===== config.mk =====
export PLATFORM = sky130hd
export DESIGN_NAME = dual_serial_port
export DESIGN_NICKNAME = d
export VERILOG_FILES = /design/src/common/serial_pkg.sv /design/src/rtl/dual_serial_port.sv
export VERILOG_INCLUDE_DIRS = /design/src /design/src/common
export SDC_FILE = /design/constraint.sdc
export NUM_CORES = 1
export LEC_CHECK = 0
export BUFFER_PORTS_ARGS = -buffer_cell sky130_fd_sc_hd__buf_4
export CAP_MARGIN = 20
export CORE_MARGIN = 5
export CORE_UTILIZATION = 45
export CTS_CLUSTER_SIZE = 12
export DETAILED_ROUTE_END_ITERATION = 6
export PLACE_DENSITY_LB_ADDON = 0.1
export SETUP_SLACK_MARGIN = 0.02
export SLEW_MARGIN = 40
export SYNTH_ARGS = -nofsm -noshare
export SYNTH_HDL_FRONTEND = slang
export SYNTH_SLANG_ARGS = --single-unit

===== constraint.sdc =====
create_clock -name ref_clk -period 3.52 [get_ports ref_clk]
set_clock_uncertainty 0.15 [all_clocks]
set_input_delay 1.056 -clock ref_clk [delete_from_list [all_inputs] [get_ports ref_clk]]
set_output_delay 1.056 -clock ref_clk [all_outputs]
set_load 0.05 [all_outputs]

===== src/common/serial_consts.svh =====
/*
 Constants for the dual four-mode serial port: register offsets, field
 positions, reset values and bit timing. Assumes a Wishbone byte address.
*/
// Summary of operation
// - two identical ports, each with its own control and buffer register.
// - in modes 1 to 3, transmit and receive paths of a port run independently and together.
// - receiver may shift a new byte while the previous one waits unread.
// - a byte finishing while the earlier is unread is lost.
// - buffer write loads transmitter; buffer read returns separate receive register.
// - mode 0 shifts 8 bits LSB first on rx line, clock on tx, fosc/12.
// - mode 1 frame is start 0, 8 data LSB first, stop 1.
// - mode 1 receive stores the stop bit in the received ninth bit.
// - mode 2 frame has 11 bits; ninth sent bit comes from control.
// - mode 2 receive stores ninth bit and ignores the stop bit.
// - mode 2 bit rate is fosc/32 or fosc/64.
// - mode 3 equals mode 2 but uses the variable bit rate.
// - any buffer write starts a transmission in every mode; the code starts one only when byte lane 0 (sel_i[0]) is selected.
// - mode 0 reception starts when receive flag is 0 and receiver enabled; the code also waits for an idle transmitter.
// - modes 1 to 3 start reception on a start bit when enabled.
// - modes 2 and 3 offer a multiprocessor option gated by ninth bit.
// - variable rate of modes 1 and 3 comes from a reload timer overflow.
`ifndef SERIAL_CONSTS_SVH
`define SERIAL_CONSTS_SVH
`define CTRL0_OFS     3'h0
`define BUF0_OFS      3'h1
`define CTRL1_OFS     3'h2
`define BUF1_OFS      3'h3
`define RELOAD_OFS    3'h4
`define CTRL_RST      9'h000
`define RELOAD_RST    8'h00
`define F_RXDONE      0
`define F_TXDONE      1
`define F_RXNINTH     2
`define F_TXNINTH     3
`define F_RXEN        4
`define F_MP          5
`define F_MODE_LO     6
`define F_RATEHI      8
`define M0_LAST       4'hB
`define M0_HALF       4'h6
`define OVS_LAST      4'hF
`define OVS_MID       4'h7
`define M0_BITS       4'h8
`define M1_BITS       4'hA
`define M2_BITS       4'hB
`endif


===== src/common/serial_pkg.sv =====
/*
 Types for the dual serial port. Assumes serial_consts.svh for the numbers.
*/
package serial_pkg;
	typedef enum logic [1:0] {
		MODE_SHIFT = 2'h0,
		MODE_ASYNC8 = 2'h1,
		MODE_FIX9 = 2'h2,
		MODE_VAR9 = 2'h3
	} mode_e;
	typedef enum logic [1:0] {
		ST_IDLE = 2'h0,
		ST_START = 2'h1,
		ST_SHIFT = 2'h3
	} xfer_e;
	typedef struct packed {
		logic  rateHi;
		mode_e mode;
		logic  mp;
		logic  rxEn;
		logic  txNinth;
		logic  rxNinth;
		logic  txDone;
		logic  rxDone;
	} serial_ctrl_s;
endpackage


===== src/rtl/dual_serial_port.sv =====
/*
 Two four-mode serial ports behind a classic Wishbone slave, sharing one
 reload timer as bit-rate generator. Assumes ref_clk is the oscillator clock
 and that rx pins are asynchronous to it.
*/
// Implementation choices: register access over Wishbone and the placing of the registers.
`timescale 1ns/10ps
`default_nettype none
`include "serial_consts.svh"
module dual_serial_port
	import serial_pkg::*;
(
	input  wire logic        ref_clk,
	input  wire logic        rst_b,
	input  wire logic        cyc_i,
	input  wire logic        stb_i,
	input  wire logic        we_i,
	input  wire logic [7:0]  adr_i,
	input  wire logic [3:0]  sel_i,
	input  wire logic [31:0] dat_i,
	output logic      [31:0] dat_o,
	output logic             ack_o,
	input  wire logic [1:0]  rxdIn,
	output logic      [1:0]  rxdOut,
	output logic      [1:0]  rxdOe,
	output logic      [1:0]  txdOut
);
	serial_ctrl_s ctrl_ff [2];
	serial_ctrl_s nxt_ctrl [2];
	logic [7:0]   rxBuf_ff [2];
	logic [7:0]   nxt_rxBuf [2];
	xfer_e        txSt_ff [2];
	xfer_e        nxt_txSt [2];
	xfer_e        rxSt_ff [2];
	xfer_e        nxt_rxSt [2];
	logic [10:0]  txSh_ff [2];
	logic [10:0]  nxt_txSh [2];
	logic [9:0]   rxSh_ff [2];
	logic [9:0]   nxt_rxSh [2];
	logic [3:0]   txCnt_ff [2];
	logic [3:0]   nxt_txCnt [2];
	logic [3:0]   rxCnt_ff [2];
	logic [3:0]   nxt_rxCnt [2];
	logic [3:0]   txTick_ff [2];
	logic [3:0]   nxt_txTick [2];
	logic [3:0]   rxTick_ff [2];
	logic [3:0]   nxt_rxTick [2];
	logic [1:0]   presc_ff [2];
	logic [1:0]   nxt_presc [2];
	logic [1:0]   rxMeta_ff;
	logic [1:0]   rxSync_ff;
	logic [1:0]   rxLast_ff;
	logic [1:0]   nxt_rxdOut;
	logic [1:0]   nxt_rxdOe;
	logic [1:0]   nxt_txdOut;
	logic [7:0]   tmr_ff;
	logic [7:0]   nxt_tmr;
	logic [7:0]   reload_ff;
	logic [7:0]   nxt_reload;
	logic [31:0]  nxt_dat;
	logic         nxt_ack;

	function automatic logic hit(input logic [7:0] adr, input logic [2:0] ofs);
		hit = (adr[7:5] == 3'h0) && (adr[4:2] == ofs);
	endfunction

	// offset of one port's control or buffer register
	function automatic logic [2:0] port_ofs(input logic p, input logic isBuf);
		if (p)
			port_ofs = isBuf ? `BUF1_OFS : `CTRL1_OFS;
		else
			port_ofs = isBuf ? `BUF0_OFS : `CTRL0_OFS;
	endfunction

	// advance a bit-time counter; mode 0 wraps at twelve clocks
	function automatic logic [3:0] step(input logic [3:0] t, input logic m0);
		step = (m0 && t == `M0_LAST) ? 4'h0 : t + 4'h1;
	endfunction

	always_comb begin
		logic         req;
		logic         wr;
		logic         ovf;
		logic         m0;
		logic         nine;
		logic         tick;
		logic         bitEnd;
		logic [9:0]   s;
		logic         ninth;
		logic         take;
		serial_ctrl_s c;
		req = cyc_i && stb_i && !ack_o;
		wr = req && we_i;
		ovf = (tmr_ff == 8'hFF);
		m0 = 1'b0;
		nine = 1'b0;
		tick = 1'b0;
		bitEnd = 1'b0;
		s = 10'h000;
		ninth = 1'b0;
		take = 1'b0;
		c = ctrl_ff[0];
		nxt_ack = req;
		// a new reload value takes hold at the next overflow only
		nxt_tmr = ovf ? reload_ff : tmr_ff + 8'h01;
		nxt_reload = reload_ff;
		if (wr && sel_i[0] && hit(adr_i, `RELOAD_OFS)) begin
			nxt_reload = dat_i[7:0];
		end
		nxt_dat = dat_o;
		if (req) begin
			nxt_dat = 32'h0000_0000;
			if (hit(adr_i, `CTRL0_OFS))
				nxt_dat[8:0] = ctrl_ff[0];
			if (hit(adr_i, `CTRL1_OFS))
				nxt_dat[8:0] = ctrl_ff[1];
			if (hit(adr_i, `BUF0_OFS))
				nxt_dat[7:0] = rxBuf_ff[0];
			if (hit(adr_i, `BUF1_OFS))
				nxt_dat[7:0] = rxBuf_ff[1];
			if (hit(adr_i, `RELOAD_OFS))
				nxt_dat[7:0] = reload_ff;
		end
		for (int p = 0; p < 2; p++) begin
			c = ctrl_ff[p];
			nxt_rxBuf[p] = rxBuf_ff[p];
			nxt_txSt[p] = txSt_ff[p];
			nxt_rxSt[p] = rxSt_ff[p];
			nxt_txSh[p] = txSh_ff[p];
			nxt_rxSh[p] = rxSh_ff[p];
			nxt_txCnt[p] = txCnt_ff[p];
			nxt_rxCnt[p] = rxCnt_ff[p];
			nxt_txTick[p] = txTick_ff[p];
			nxt_rxTick[p] = rxTick_ff[p];
			nxt_presc[p] = presc_ff[p] + 2'h1;
			// software writes first, so hardware sets below win the cycle
			if (wr && hit(adr_i, port_ofs(p[0], 1'b0))) begin
				if (sel_i[0]) begin
					c.mode = mode_e'(dat_i[`F_MODE_LO+1:`F_MODE_LO]);
					c.mp = dat_i[`F_MP];
					c.rxEn = dat_i[`F_RXEN];
					c.txNinth = dat_i[`F_TXNINTH];
					c.rxNinth = dat_i[`F_RXNINTH];
					c.txDone = dat_i[`F_TXDONE];
					c.rxDone = dat_i[`F_RXDONE];
				end
				if (sel_i[1])
					c.rateHi = dat_i[`F_RATEHI];
			end
			m0 = (ctrl_ff[p].mode == MODE_SHIFT);
			nine = ctrl_ff[p].mode[1];
			case (ctrl_ff[p].mode)
				MODE_SHIFT: tick = 1'b1;
				MODE_FIX9: begin
					// sixteen ticks a bit: fosc/32 with rateHi, else fosc/64
					tick = ctrl_ff[p].rateHi ? presc_ff[p][0] : (presc_ff[p] == 2'h3);
				end
				default: tick = ovf;
			endcase
			// transmit path
			if (txSt_ff[p] == ST_SHIFT && tick) begin
				nxt_txTick[p] = step(txTick_ff[p], m0);
				bitEnd = m0 ? (txTick_ff[p] == `M0_LAST) : (txTick_ff[p] == `OVS_LAST);
				if (bitEnd) begin
					nxt_txSh[p] = {1'b1, txSh_ff[p][10:1]};
					nxt_txCnt[p] = txCnt_ff[p] - 4'h1;
					if (txCnt_ff[p] == 4'h1) begin
						nxt_txSt[p] = ST_IDLE;
						c.txDone = 1'b1;
					end
				end
			end
			if (wr && sel_i[0] && hit(adr_i, port_ofs(p[0], 1'b1))) begin
				nxt_txSt[p] = ST_SHIFT;
				nxt_txTick[p] = 4'h0;
				if (m0) begin
					nxt_txSh[p] = {3'h7, dat_i[7:0]};
					nxt_txCnt[p] = `M0_BITS;
				end else begin
					nxt_txSh[p] = {1'b1, nine ? ctrl_ff[p].txNinth : 1'b1, dat_i[7:0], 1'b0};
					nxt_txCnt[p] = nine ? `M2_BITS : `M1_BITS;
				end
			end
			// receive path, independent of the transmitter except for the mode 0 start
			case (rxSt_ff[p])
				ST_IDLE: begin
					nxt_rxTick[p] = 4'h0;
					if (ctrl_ff[p].rxEn) begin
						if (m0) begin
							// mode 0 shares the rx pin, so reception waits for an idle transmitter
							if (!ctrl_ff[p].rxDone && txSt_ff[p] == ST_IDLE) begin
								nxt_rxSt[p] = ST_SHIFT;
								nxt_rxCnt[p] = `M0_BITS;
							end
						end else if (rxLast_ff[p] && !rxSync_ff[p]) begin
							nxt_rxSt[p] = ST_START;
						end
					end
				end
				ST_START: begin
					if (tick) begin
						nxt_rxTick[p] = rxTick_ff[p] + 4'h1;
						if (rxTick_ff[p] == `OVS_MID) begin
							nxt_rxSt[p] = rxSync_ff[p] ? ST_IDLE : ST_SHIFT;
							nxt_rxCnt[p] = nine ? 4'hA : 4'h9;
						end
					end
				end
				ST_SHIFT: begin
					if (tick) begin
						nxt_rxTick[p] = step(rxTick_ff[p], m0);
						if (rxTick_ff[p] == (m0 ? `M0_HALF : `OVS_MID)) begin
							s = {rxSync_ff[p], rxSh_ff[p][9:1]};
							nxt_rxSh[p] = s;
							nxt_rxCnt[p] = rxCnt_ff[p] - 4'h1;
							if (rxCnt_ff[p] == 4'h1) begin
								nxt_rxSt[p] = ST_IDLE;
								ninth = nine ? s[8] : s[9];
								// an unread byte blocks the new one, which is dropped
								take = !ctrl_ff[p].rxDone;
								if (nine && ctrl_ff[p].mp)
									take = take && ninth;
								if (take) begin
									nxt_rxBuf[p] = m0 ? s[9:2] : (nine ? s[7:0] : s[8:1]);
									if (!m0)
										c.rxNinth = ninth;
									c.rxDone = 1'b1;
								end
							end
						end
					end
				end
				default: nxt_rxSt[p] = ST_IDLE;
			endcase
			if (!ctrl_ff[p].rxEn && rxSt_ff[p] != ST_IDLE)
				nxt_rxSt[p] = ST_IDLE;
			nxt_ctrl[p] = c;
			// pins: mode 0 drives data on rx line and clock on tx line
			if (m0) begin
				nxt_rxdOut[p] = nxt_txSt[p] == ST_SHIFT ? nxt_txSh[p][0] : 1'b1;
				nxt_rxdOe[p] = (nxt_txSt[p] == ST_SHIFT);
				if (nxt_txSt[p] == ST_SHIFT)
					nxt_txdOut[p] = (nxt_txTick[p] >= `M0_HALF);
				else if (nxt_rxSt[p] == ST_SHIFT)
					nxt_txdOut[p] = (nxt_rxTick[p] >= `M0_HALF);
				else
					nxt_txdOut[p] = 1'b1;
			end else begin
				nxt_rxdOut[p] = 1'b1;
				nxt_rxdOe[p] = 1'b0;
				nxt_txdOut[p] = nxt_txSt[p] == ST_SHIFT ? nxt_txSh[p][0] : 1'b1;
			end
		end
	end

	always_ff @(posedge ref_clk) begin
		rxMeta_ff <= rxdIn;
		rxSync_ff <= rxMeta_ff;
		rxLast_ff <= rxSync_ff;
		if (!rst_b) begin
			ack_o <= 1'b0;
			dat_o <= 32'h0000_0000;
			tmr_ff <= 8'h00;
			reload_ff <= `RELOAD_RST;
			rxdOut <= 2'h3;
			rxdOe <= 2'h0;
			txdOut <= 2'h3;
			for (int p = 0; p < 2; p++) begin
				ctrl_ff[p] <= `CTRL_RST;
				rxBuf_ff[p] <= 8'h00;
				txSt_ff[p] <= ST_IDLE;
				rxSt_ff[p] <= ST_IDLE;
				txSh_ff[p] <= 11'h7FF;
				rxSh_ff[p] <= 10'h000;
				txCnt_ff[p] <= 4'h0;
				rxCnt_ff[p] <= 4'h0;
				txTick_ff[p] <= 4'h0;
				rxTick_ff[p] <= 4'h0;
				presc_ff[p] <= 2'h0;
			end
		end else begin
			ack_o <= nxt_ack;
			dat_o <= nxt_dat;
			tmr_ff <= nxt_tmr;
			reload_ff <= nxt_reload;
			rxdOut <= nxt_rxdOut;
			rxdOe <= nxt_rxdOe;
			txdOut <= nxt_txdOut;
			for (int p = 0; p < 2; p++) begin
				ctrl_ff[p] <= nxt_ctrl[p];
				rxBuf_ff[p] <= nxt_rxBuf[p];
				txSt_ff[p] <= nxt_txSt[p];
				rxSt_ff[p] <= nxt_rxSt[p];
				txSh_ff[p] <= nxt_txSh[p];
				rxSh_ff[p] <= nxt_rxSh[p];
				txCnt_ff[p] <= nxt_txCnt[p];
				rxCnt_ff[p] <= nxt_rxCnt[p];
				txTick_ff[p] <= nxt_txTick[p];
				rxTick_ff[p] <= nxt_rxTick[p];
				presc_ff[p] <= nxt_presc[p];
			end
		end
	end
endmodule
`default_nettype wire


==> run summary, run 1 <==
• 8.21 um2 — average size of a mapped cell
• 3.68 mW — Final Total Pwr
• 0 — worst hold path cell count
• 84 — largest net degree at the start of global routing
• 5.7% — Comb pwr share
• 154 — flip-flop and latch count after synthesis
• 13.9% — fraction of final layout cells with drive strength greater than 1
• 6497 — total number of vias
• 0 — buffers inserted by post-CTS timing repair
• 0 — total of cells resized after clock tree synthesis
• 8 — cell depth of the worst setup path
• 46.0% — clock share of power
• 17 — CTS Buf Count
• 40.2% — sequential cell area fraction in the yosys report
• 141 um — Vert. Die Dim
• 72 — count of different cell masters after synthesis
• 4 — # H-tree levels
• 393 — violation count after the first detailed-route iteration
• 48.2% — fraction of power consumed by sequential logic
• 47 — number of placement rows
• 0.0197 mm2 — Die ar.
• 0 — number of antenna cells inserted
• dfxtp_1 — most common flop cell mapped by yosys
• 3.11 ns — arrival time reported for the critical path endpoint
• completed — outcome
• simple AND/OR/NAND/NOR gates — CP top delay family
• 3.68 ns — required arrival time at the worst endpoint
• 0 — max-cap check violation count
• 141 um — floorplan die width
• 0 ns — Total Neg Setup Slack
• 0 — number of max-slew violations in the final report
• 46.1% — starting density of the core
• 0 — hold buffer count at CTS
• 0.59 ns — Largest stage delay, worst path
• 25.9% — switching fraction of total power
• tmr_ff[0] — worst r2r src
• no — unrepaired setup endpoints after global routing
• 39 — PortBufs
• yes — TritonCTS clock tree
• 0 — endpoints failing hold
• rxSync_ff[1] — endpoint of the worst hold-timing path
• 339 MHz — maximum operating frequency
• 423 mW/mm2 — total power per unit cell area
• clkbuf_16 — clock root buffer
• 2 — Longest Clk Path Bufs
• 0 — global route overflow
• 1029 — final net count
• flip-flop to flip-flop — classification of the worst-slack hold path
• 0.00766 mm2 — synthesized area
• 7 — number of iterations in the first detailed-routing pass
• 83.9% — period utilization
• 8 — number of cells traversed by the worst register-to-register path
• flip-flop — Setup crit start kind
• 0 — number of synthesized flops with an enable pin
• 59.5% — Slew headroom
• 13.4% — area growth from synthesis to layout
• 2.72 mW — design internal power
• 5 — crit-path max FO
• txdOut[0] — r2r endpoint
• 0.953 mW — Net Sw Power
• rxMeta_ff[1] — hold path startpoint
• 154 — clock sink count
• 5.43 — routed vias/inst
• flip-flop to flip-flop — Critical Setup Path Class
• 5847 — vias in the first global route
• 0.57 ns — worst-case register-to-register setup slack
• 0.367 mV — worst-case vdd ir drop
• 0.07 ns — clk slew on worst S/H paths
• 30900 um — global-route wire length before repair
• 0.603 ns — transition time at the pin with the least slew margin
• 0 — final number of setup-violating endpoints
• 934 — cells after synthesis
• 0.42 ns — later-pin clock latency in the skew report
• 15.9 um — mean routed wirelength per cell
• 0 — total DRC errors in the routed layout
• 0% — Post-synth ARST share
• 19000 um — drt total wl
• dfxtp_1 (154), nor2_1 (123), nand2_1 (121) — highest-count cells in the layout ignoring fill and taps
• flip-flop — critical path endpoint category
• or4b_4 — slowest library cell on the worst path
• 0.800 — Final GP Congestion
• 0 — number of nets still failing antenna checks after routing
• 13100 um — Final HPWL DP
• dfxtp_1 — commonest non-fill, non-tap cell in the layout
• 0 — initial antenna violation count
• 90 — IO Pins
• ha_1 > nand3_1 > o21ai_1 > nand4_2 > or4b_4 > a31o_1 > and4b_1 > o2bb2ai_1 — critical-path cell list
• 0 — CP Buf/Inv Count
• 3.30 nW — LEAKAGE
• 19.3% — Global Route Usage Sum
• 0.0166 mm2 — floorplan core area
• 0 — warning count from the yosys run
• 2.95 ns — post-layout min period
-- Yosys cell counts (15+ instances only) --
master,number,share of area [%]
dfxtp_1,154,40
nor2_1,123,6.0
nand2_1,121,5.9
a21oi_1,65,4.2
mux2i_1,55,7.2
nand3_1,49,3.2
o21ai_0,49,3.2
clkbuf_1,48,2.4
buf_4,24,2.4
nor3_1,21,1.4
mux2_2,18,2.6
a31oi_1,17,1.4
ha_1,15,2.4
inv_1,15,0.73
-- area by class of cell --
type / instances / area, um2
Clock inverter: 15 / 121
Multi-Input combinational cell: 705 / 4200
Fill cell: 1620 / 7950
Inverter: 16 / 60.1
Sequential cell: 154 / 3080
Clock buffer: 17 / 425
Tap cell: 220 / 275
Timing Repair Buffer: 69 / 531
-- per-layer routing --
layer | wire length (um) | GRT usage, %
met5 | 0 | 0
met3 | 835 | 3.99
met2 | 8600 | 29.1
met4 | 187 | 4.69
met1 | 9380 | 28.2
-- worst reg2reg max path, cell delays in order (launching register included) --
cell and delay, ns:
dfxtp_1 0.37, ha_1 0.26, nand3_1 0.18, o21ai_1 0.49
nand4_2 0.16, or4b_4 0.59, a31o_1 0.30, and4b_1 0.28
o2bb2ai_1 0.07
-- power by group through the flow --
stage | clock (mW) | combinational, mW | sequential (mW)
final | 1.69 | 0.210 | 1.77
after floorplan | 0 | 0.133 | 1.83
after CTS | 1.73 | 0.211 | 1.77
after detailed placement | 0 | 0.210 | 1.81
after global routing | 1.82 | 0.226 | 1.77
after global placement | 0 | 0.209 | 1.81
-- through the flow --
step	utilization, %	hold slack [ns]	cells	cell area [um2]	worst slack [ns]
finish	52.2	0.177	1196	8690	0.568
CTS	52.2	0.179	1196	8690	0.576
global placement	48.9	0.161	1164	8150	0.357
global route	52.2	0.197	1196	8690	0.405
floorplan	-	0.160	956	7750	0.424
detailed placement	48.9	0.164	1164	8150	0.365
-- worst max-delay path by stage --
| stage | start | to | slack [ns] |
|---|---|---|---|
| 3_5_place_dp | adr_i[6] | ctrl_ff[0][11] | 0.37 |
| 3_3_place_gp | adr_i[6] | ctrl_ff[0][11] | 0.36 |
| 2_1_floorplan | adr_i[6] | ctrl_ff[0][11] | 0.42 |
| 4_1_cts | tmr_ff[0] | txdOut[0] | 0.58 |
| 6_report | tmr_ff[0] | txdOut[0] | 0.57 |
| 5_1_grt | tmr_ff[0] | txdOut[0] | 0.41 |
-- logic make-up (layout without fill, tap and decap cells) --
group / Yosys count / in the layout / share of synthesized area, %
AO/OA/AOI/OAI: 197 / 197 / 15.9
XOR/XNOR: 15 / 15 / 1.96
adder cells (fa/ha/maj): 15 / 15 / 2.45
buffers and inverters: 97 / 117 / 6.19
flip-flops: 154 / 154 / 40.2
multiplexers: 76 / 76 / 10.4
other: 1 / 23 / 0.0489
AND/OR/NAND/NOR: 379 / 379 / 22.8
-- sequential cells by signal (all words and copies together) (netlist names), 4 cells and up --
name       count
txSt_ff        4
rxTick_ff      8
dat_o          9
tmr_ff         8
txSh_ff       20
presc_ff       4
rxSh_ff       18
rxCnt_ff       8
txTick_ff      8
txCnt_ff       8
rxSt_ff        4
rxBuf_ff      16
ctrl_ff       18
reload_ff      8
(Power assumes the default switching activity.)
==> run 2, diff against run 1 <==
==> constraint.sdc (replaced) <==
create_clock -name ref_clk -period 2.5 [get_ports ref_clk]
set_clock_uncertainty 0.15 [all_clocks]
set_input_delay 0.75 -clock ref_clk [delete_from_list [all_inputs] [get_ports ref_clk]]
set_output_delay 0.75 -clock ref_clk [all_outputs]
set_load 0.05 [all_outputs]
==> run summary, run 2 (synthesis gave the netlist of run 1 again) <==
• 19.0% — fraction of final layout cells with drive strength greater than 1
• 19.9% — area growth from synthesis to layout
• flip-flop — Setup crit start kind
• 0.00919 mm2 — final instance area
• 0.0166 mm2 — floorplan core area
• clkbuf_16 — clock root buffer
• rxMeta_ff[1] — hold path startpoint
• txSh_ff: 20 flops, ctrl_ff: 18 flops, rxSh_ff: 18 flops — registers with the most flip-flops
• 5 — number of iterations in the first detailed-routing pass
• 0 — max-cap check violation count
• 46.1% — starting density of the core
• ctrl_ff[0][6] — worst r2r src
• 95.8% — period utilization
• 4.67% — met3 Usage GRT
• flip-flop to flip-flop — classification of the worst-slack hold path
• 15.9 um — mean routed wirelength per cell
• met2 — layer with the highest usage after global routing
• 1200 — # placed instances
• 0 — global route overflow
• 19.7% — Global Route Usage Sum
• 1589 — filler instances
• 2.40 ns — post-layout min period
• 6 — crit-path max FO
• 610 mW/mm2 — total power per unit cell area
• 44.5% — fraction of power consumed by sequential logic
• 0 — final number of setup-violating endpoints
• 154 — clock sink count
• 2.71 ns — required arrival time at the worst endpoint
• 0.06 ns — clk slew on worst S/H paths
• 51 — largest net degree at the start of global routing
• flip-flop to flip-flop — Critical Setup Path Class
• 30.5% — global-route track usage on met2
• 2 — Longest Clk Path Bufs
• 2.60 ns — arrival time reported for the critical path endpoint
• 0.465 mV — worst-case vdd ir drop
• 141 um — Vert. Die Dim
• 0.43 ns — later-pin clock latency in the skew report
• 5.6% — Comb pwr share
• yes — TritonCTS clock tree
• 17 — CTS Buf Count
• 39 — PortBufs
• ctrl_ff[0][6] — startpoint of the most critical setup path
• 13700 um — Final HPWL DP
• completed — outcome
• 0.00848 mm2 — Placement Cell Area
• 90 — IO Pins
• no — unrepaired setup endpoints after global routing
• txSh_ff — most flop-heavy register
• 49.8% — clock share of power
• 0 — number of nets still failing antenna checks after routing
• 3.56 nW — LEAKAGE
• 0.824 — Final GP Congestion
• 6687 — total number of vias
• 0 — hold buffer count at CTS
• 417 MHz — maximum operating frequency
• 1065 — final net count
• 0 — number of antenna cells inserted
• 0 — total DRC errors in the routed layout
• 31700 um — global-route wire length before repair
• 0 — endpoints failing hold
• 0.0197 mm2 — Die ar.
• 19500 um — drt total wl
• 4 — # H-tree levels
• 141 um — floorplan die width
• 0 — buffers inserted by post-CTS timing repair
• flip-flop — critical path endpoint category
• 20 — flip-flop count of the largest register after layout
• 28.1% — met1 global-route usage
• 0 — initial antenna violation count
• 4.29 mW — design internal power
• 5.43 — routed vias/inst
• 1232 — post-route non-filler standard cell count
• 23.4% — switching fraction of total power
• 0 — number of max-slew violations in the final report
• 1.31 mW — Net Sw Power
• 47 — number of placement rows
• dfxtp_1 (152), nor2_1 (122), nand2_1 (120) — highest-count cells in the layout ignoring fill and taps
• dfxtp_1 — commonest non-fill, non-tap cell in the layout
• 6152 — vias in the first global route
• 457 — violation count after the first detailed-route iteration
run 2: cell count changes in the layout (fill, tap and decap cells not counted), sizes merged:
cell | previous run | this run
bufinv | 0 | 4
inv | 20 | 19
clkinv | 6 | 2
buf | 69 | 105
clkinvlp | 5 | 4
clkbuf | 17 | 19
run 2: timing repair:
action | CTS | global route
setup endpoints to repair | 3 | 28
resized for setup | 4 | 12
pin swaps | 1 | 5
run 2: power by group through the flow:
stage / registers (mW) / clock network [mW] / logic (mW)
detailed placement: 2.55 / 0 / 0.314
finish: 2.50 / 2.79 / 0.316
global placement: 2.55 / 0 / 0.312
global route: 2.50 / 2.97 / 0.338
floorplan: 2.58 / 0 / 0.189
CTS: 2.50 / 2.84 / 0.315
run 2: worst paths after layout:
kind | to | slack [ns] | depth (start not counted)
worst min-delay path | rxSync_ff[1] | 0.18 | 0
worst min register to register | rxSync_ff[1] | 0.18 | 0
worst max-delay path | txdOut[0] | 0.10 | 8
worst max register to register | txdOut[0] | 0.10 | 8
run 2: cell type report:
cell class | instances | area, um2 | share of cell area, %
sequential | 154 | 3090 | 33.6
multi-input combinational | 705 | 4300 | 46.7
inverter | 16 | 60.1 | 0.654
timing repair buffer | 105 | 830 | 9.03
clock inverter | 13 | 190 | 2.07
clock buffer | 19 | 453 | 4.93
tap | 220 | 275 | 3.00
run 2: routing by layer:
metal	wire, um	part of all wire, %
met5	0	0
met4	168	0.86
met3	967	4.9
met2	8890	45
met1	9520	49
run 2: through the flow:
stage / TNS, ns / hold slack, ns / total power, mW / utilization, % / worst slack (ns)
global route: 0 / 0.187 / 5.81 / 55.2 / 0.00762
detailed placement: -0.807 / 0.165 / 2.86 / 50.9 / -0.179
CTS: 0 / 0.181 / 5.66 / 54.9 / 0.0357
global placement: -0.702 / 0.162 / 2.86 / 50.9 / -0.169
floorplan: -0.258 / 0.160 / 2.77 / - / -0.138
finish: 0 / 0.178 / 5.61 / 55.2 / 0.105
run 2: worst max-delay path, stage by stage (launching register included):
cell,delay [ns]
dfxtp_1,0.35
or2_1,0.32
xnor2_4,0.17
nand4_2,0.12
or4b_4,0.55
a31o_4,0.28
buf_4,0.13
o311a_1,0.12
o2bb2ai_2,0.14
==> run 3, diff against run 2 <==
--- a/config.mk
+++ b/config.mk
@@ -12,7 +12,7 @@
 export CORE_UTILIZATION = 45
 export CTS_CLUSTER_SIZE = 12
 export DETAILED_ROUTE_END_ITERATION = 6
-export PLACE_DENSITY_LB_ADDON = 0.1
+export PLACE_DENSITY_LB_ADDON = 0.15
 export SETUP_SLACK_MARGIN = 0.02
 export SLEW_MARGIN = 40
 export SYNTH_ARGS = -nofsm -noshare
==> run summary, run 3 (synthesis gave the netlist of run 1 again) <==
• 19000 um — drt total wl
• 0.35 ns — Largest stage delay, worst path
• 18.4% — fraction of final layout cells with drive strength greater than 1
• 154 — clock sink count
• 0 — total DRC errors in the routed layout
• 0 — final number of setup-violating endpoints
• 0.00850 mm2 — Placement Cell Area
• 39 — PortBufs
• txSh_ff — most flop-heavy register
• dfxtp_1 (153), nor2_1 (122), nand2_1 (119) — highest-count cells in the layout ignoring fill and taps
• completed — outcome
• 556 mW/mm2 — total power per unit cell area
• 0.06 ns — clk slew on worst S/H paths
• 2.39 ns — post-layout min period
• 5.40 — routed vias/inst
• 3.53 nW — LEAKAGE
• 18.3% — area growth from synthesis to layout
• 0 — number of max-slew violations in the final report
• txSh_ff: 20 flops, ctrl_ff: 18 flops, rxSh_ff: 18 flops — registers with the most flip-flops
• met4 — top sig layer
• ha_1 > nand3_2 > buf_4 > o21ai_2 > and4b_2 > mux2i_2 > o21ai_2 > a31o_2 > or3_1 — critical-path cell list
• 46.1% — starting density of the core
• 5.04 mW — Final Total Pwr
• 4 — # H-tree levels
• 0 — number of nets still failing antenna checks after routing
• 9520 um — routed metal-1 wirelength
• 18.9% — Global Route Usage Sum
• 0 — endpoints failing hold
• 0.0197 mm2 — Die ar.
• 54.5% — end-of-flow core utilization
• or3_1 — slowest library cell on the worst path
• 0.00308 mm2 — sequential cell area in the final layout
• 855 um — routed length on met3
• 6663 — total number of vias
• flip-flop to flip-flop — classification of the worst-slack hold path
• 1071 — final net count
• 141 um — Vert. Die Dim
• 30700 um — global-route wire length before repair
• 2 — Longest Clk Path Bufs
• o21ai_2 — cell repeated most along the worst path
• 1576 — filler instances
• yes — TritonCTS clock tree
• 0.176 ns — minimum hold slack
• 5 — number of iterations in the first detailed-routing pass
• 0.872 — Final GP Congestion
• 2.53 ns — arrival time reported for the critical path endpoint
• 47 — number of placement rows
• flip-flop — Setup crit start kind
• clkbuf_16 — clock root buffer
• 0.00428 mm2 — multi-input gate area in the final layout
• no — unrepaired setup endpoints after global routing
• 0 — global route overflow
• 95.6% — period utilization
• 0.42 ns — later-pin clock latency in the skew report
• flip-flop to flip-flop — Critical Setup Path Class
• 406 — violation count after the first detailed-route iteration
• flip-flop — critical path endpoint category
• 6038 — vias in the first global route
• 0 — initial antenna violation count
• 20 — flip-flop count of the largest register after layout
• 58 — largest net degree at the start of global routing
• 0 — max-cap check violation count
• 419 MHz — maximum operating frequency
• 141 um — floorplan die width
• 0.458 mV — worst-case vdd ir drop
• 0.0166 mm2 — floorplan core area
• 13300 um — Final HPWL DP
• 0 — number of antenna cells inserted
• 15.4 um — mean routed wirelength per cell
• 8350 um — Detail Route met2 WL
• 17 — CTS Buf Count
• 3 — crit-path max FO
• 0.00906 mm2 — final instance area
• 2.64 ns — required arrival time at the worst endpoint
• dfxtp_1 — commonest non-fill, non-tap cell in the layout
• 90 — IO Pins
[run 3: routing by layer]
metal,up-vias,global-route usage (%)
li1,3389,-
met2,152,28.3
met4,0,5.97
met3,22,3.78
met1,3100,27.5
met5,-,0
[run 3: metrics by stage]
stage	setup slack (ns)	setup TNS, ns	std cells
after global routing	0.0138	0	1235
after floorplan	-0.138	-0.258	956
final	0.111	0	1235
after detailed placement	-0.180	-1.19	1204
after global placement	-0.176	-0.901	1204
after CTS	0.0195	0	1233
[run 3: final timing paths]
check                  to  cells after the start         start  slack, ns
max reg2reg     rxdOut[1]                      9     tmr_ff[0]       0.11
min reg2reg  rxSync_ff[1]                      0  rxMeta_ff[1]       0.18
max             rxdOut[1]                      9     tmr_ff[0]       0.11
min          rxSync_ff[1]                      0  rxMeta_ff[1]       0.18
[run 3: report_power, final]
group	internal, mW	switching [mW]	leakage [nW]
Sequential	2.48	0.0177	1.25
Clock	1.30	0.935	0.247
Combinational	0.0811	0.230	2.04
Total	3.86	1.18	3.53
[run 3: area by class of cell]
class	count	share of cell area, %
multi-input combinational	705	47.3
sequential	154	34.0
timing repair buffer	111	9.55
clock buffer	25	5.25
tap	220	3.04
inverter	16	0.663
clock inverter	4	0.221
[run 3: worst max-delay path, delay by kind of cell, from the launching register on]
family	cells	cell delay, ns
and+or+nand+nor	3	0.74
adders and majority gates	1	0.19
AOI/OAI and AO/OA	3	0.43
buffers and inverters	1	0.16
muxes	1	0.25
DFF	1	0.33
[run 3: repair_timing]
item | CTS | global route
hold buffers | 0 | 0
setup buffers | 0 | 2
gates resized for setup | 1 | 14
pin swaps | 0 | 4
setup endpoints to repair | 2 | 28
endpoints found under the hold margin | 0 | 0
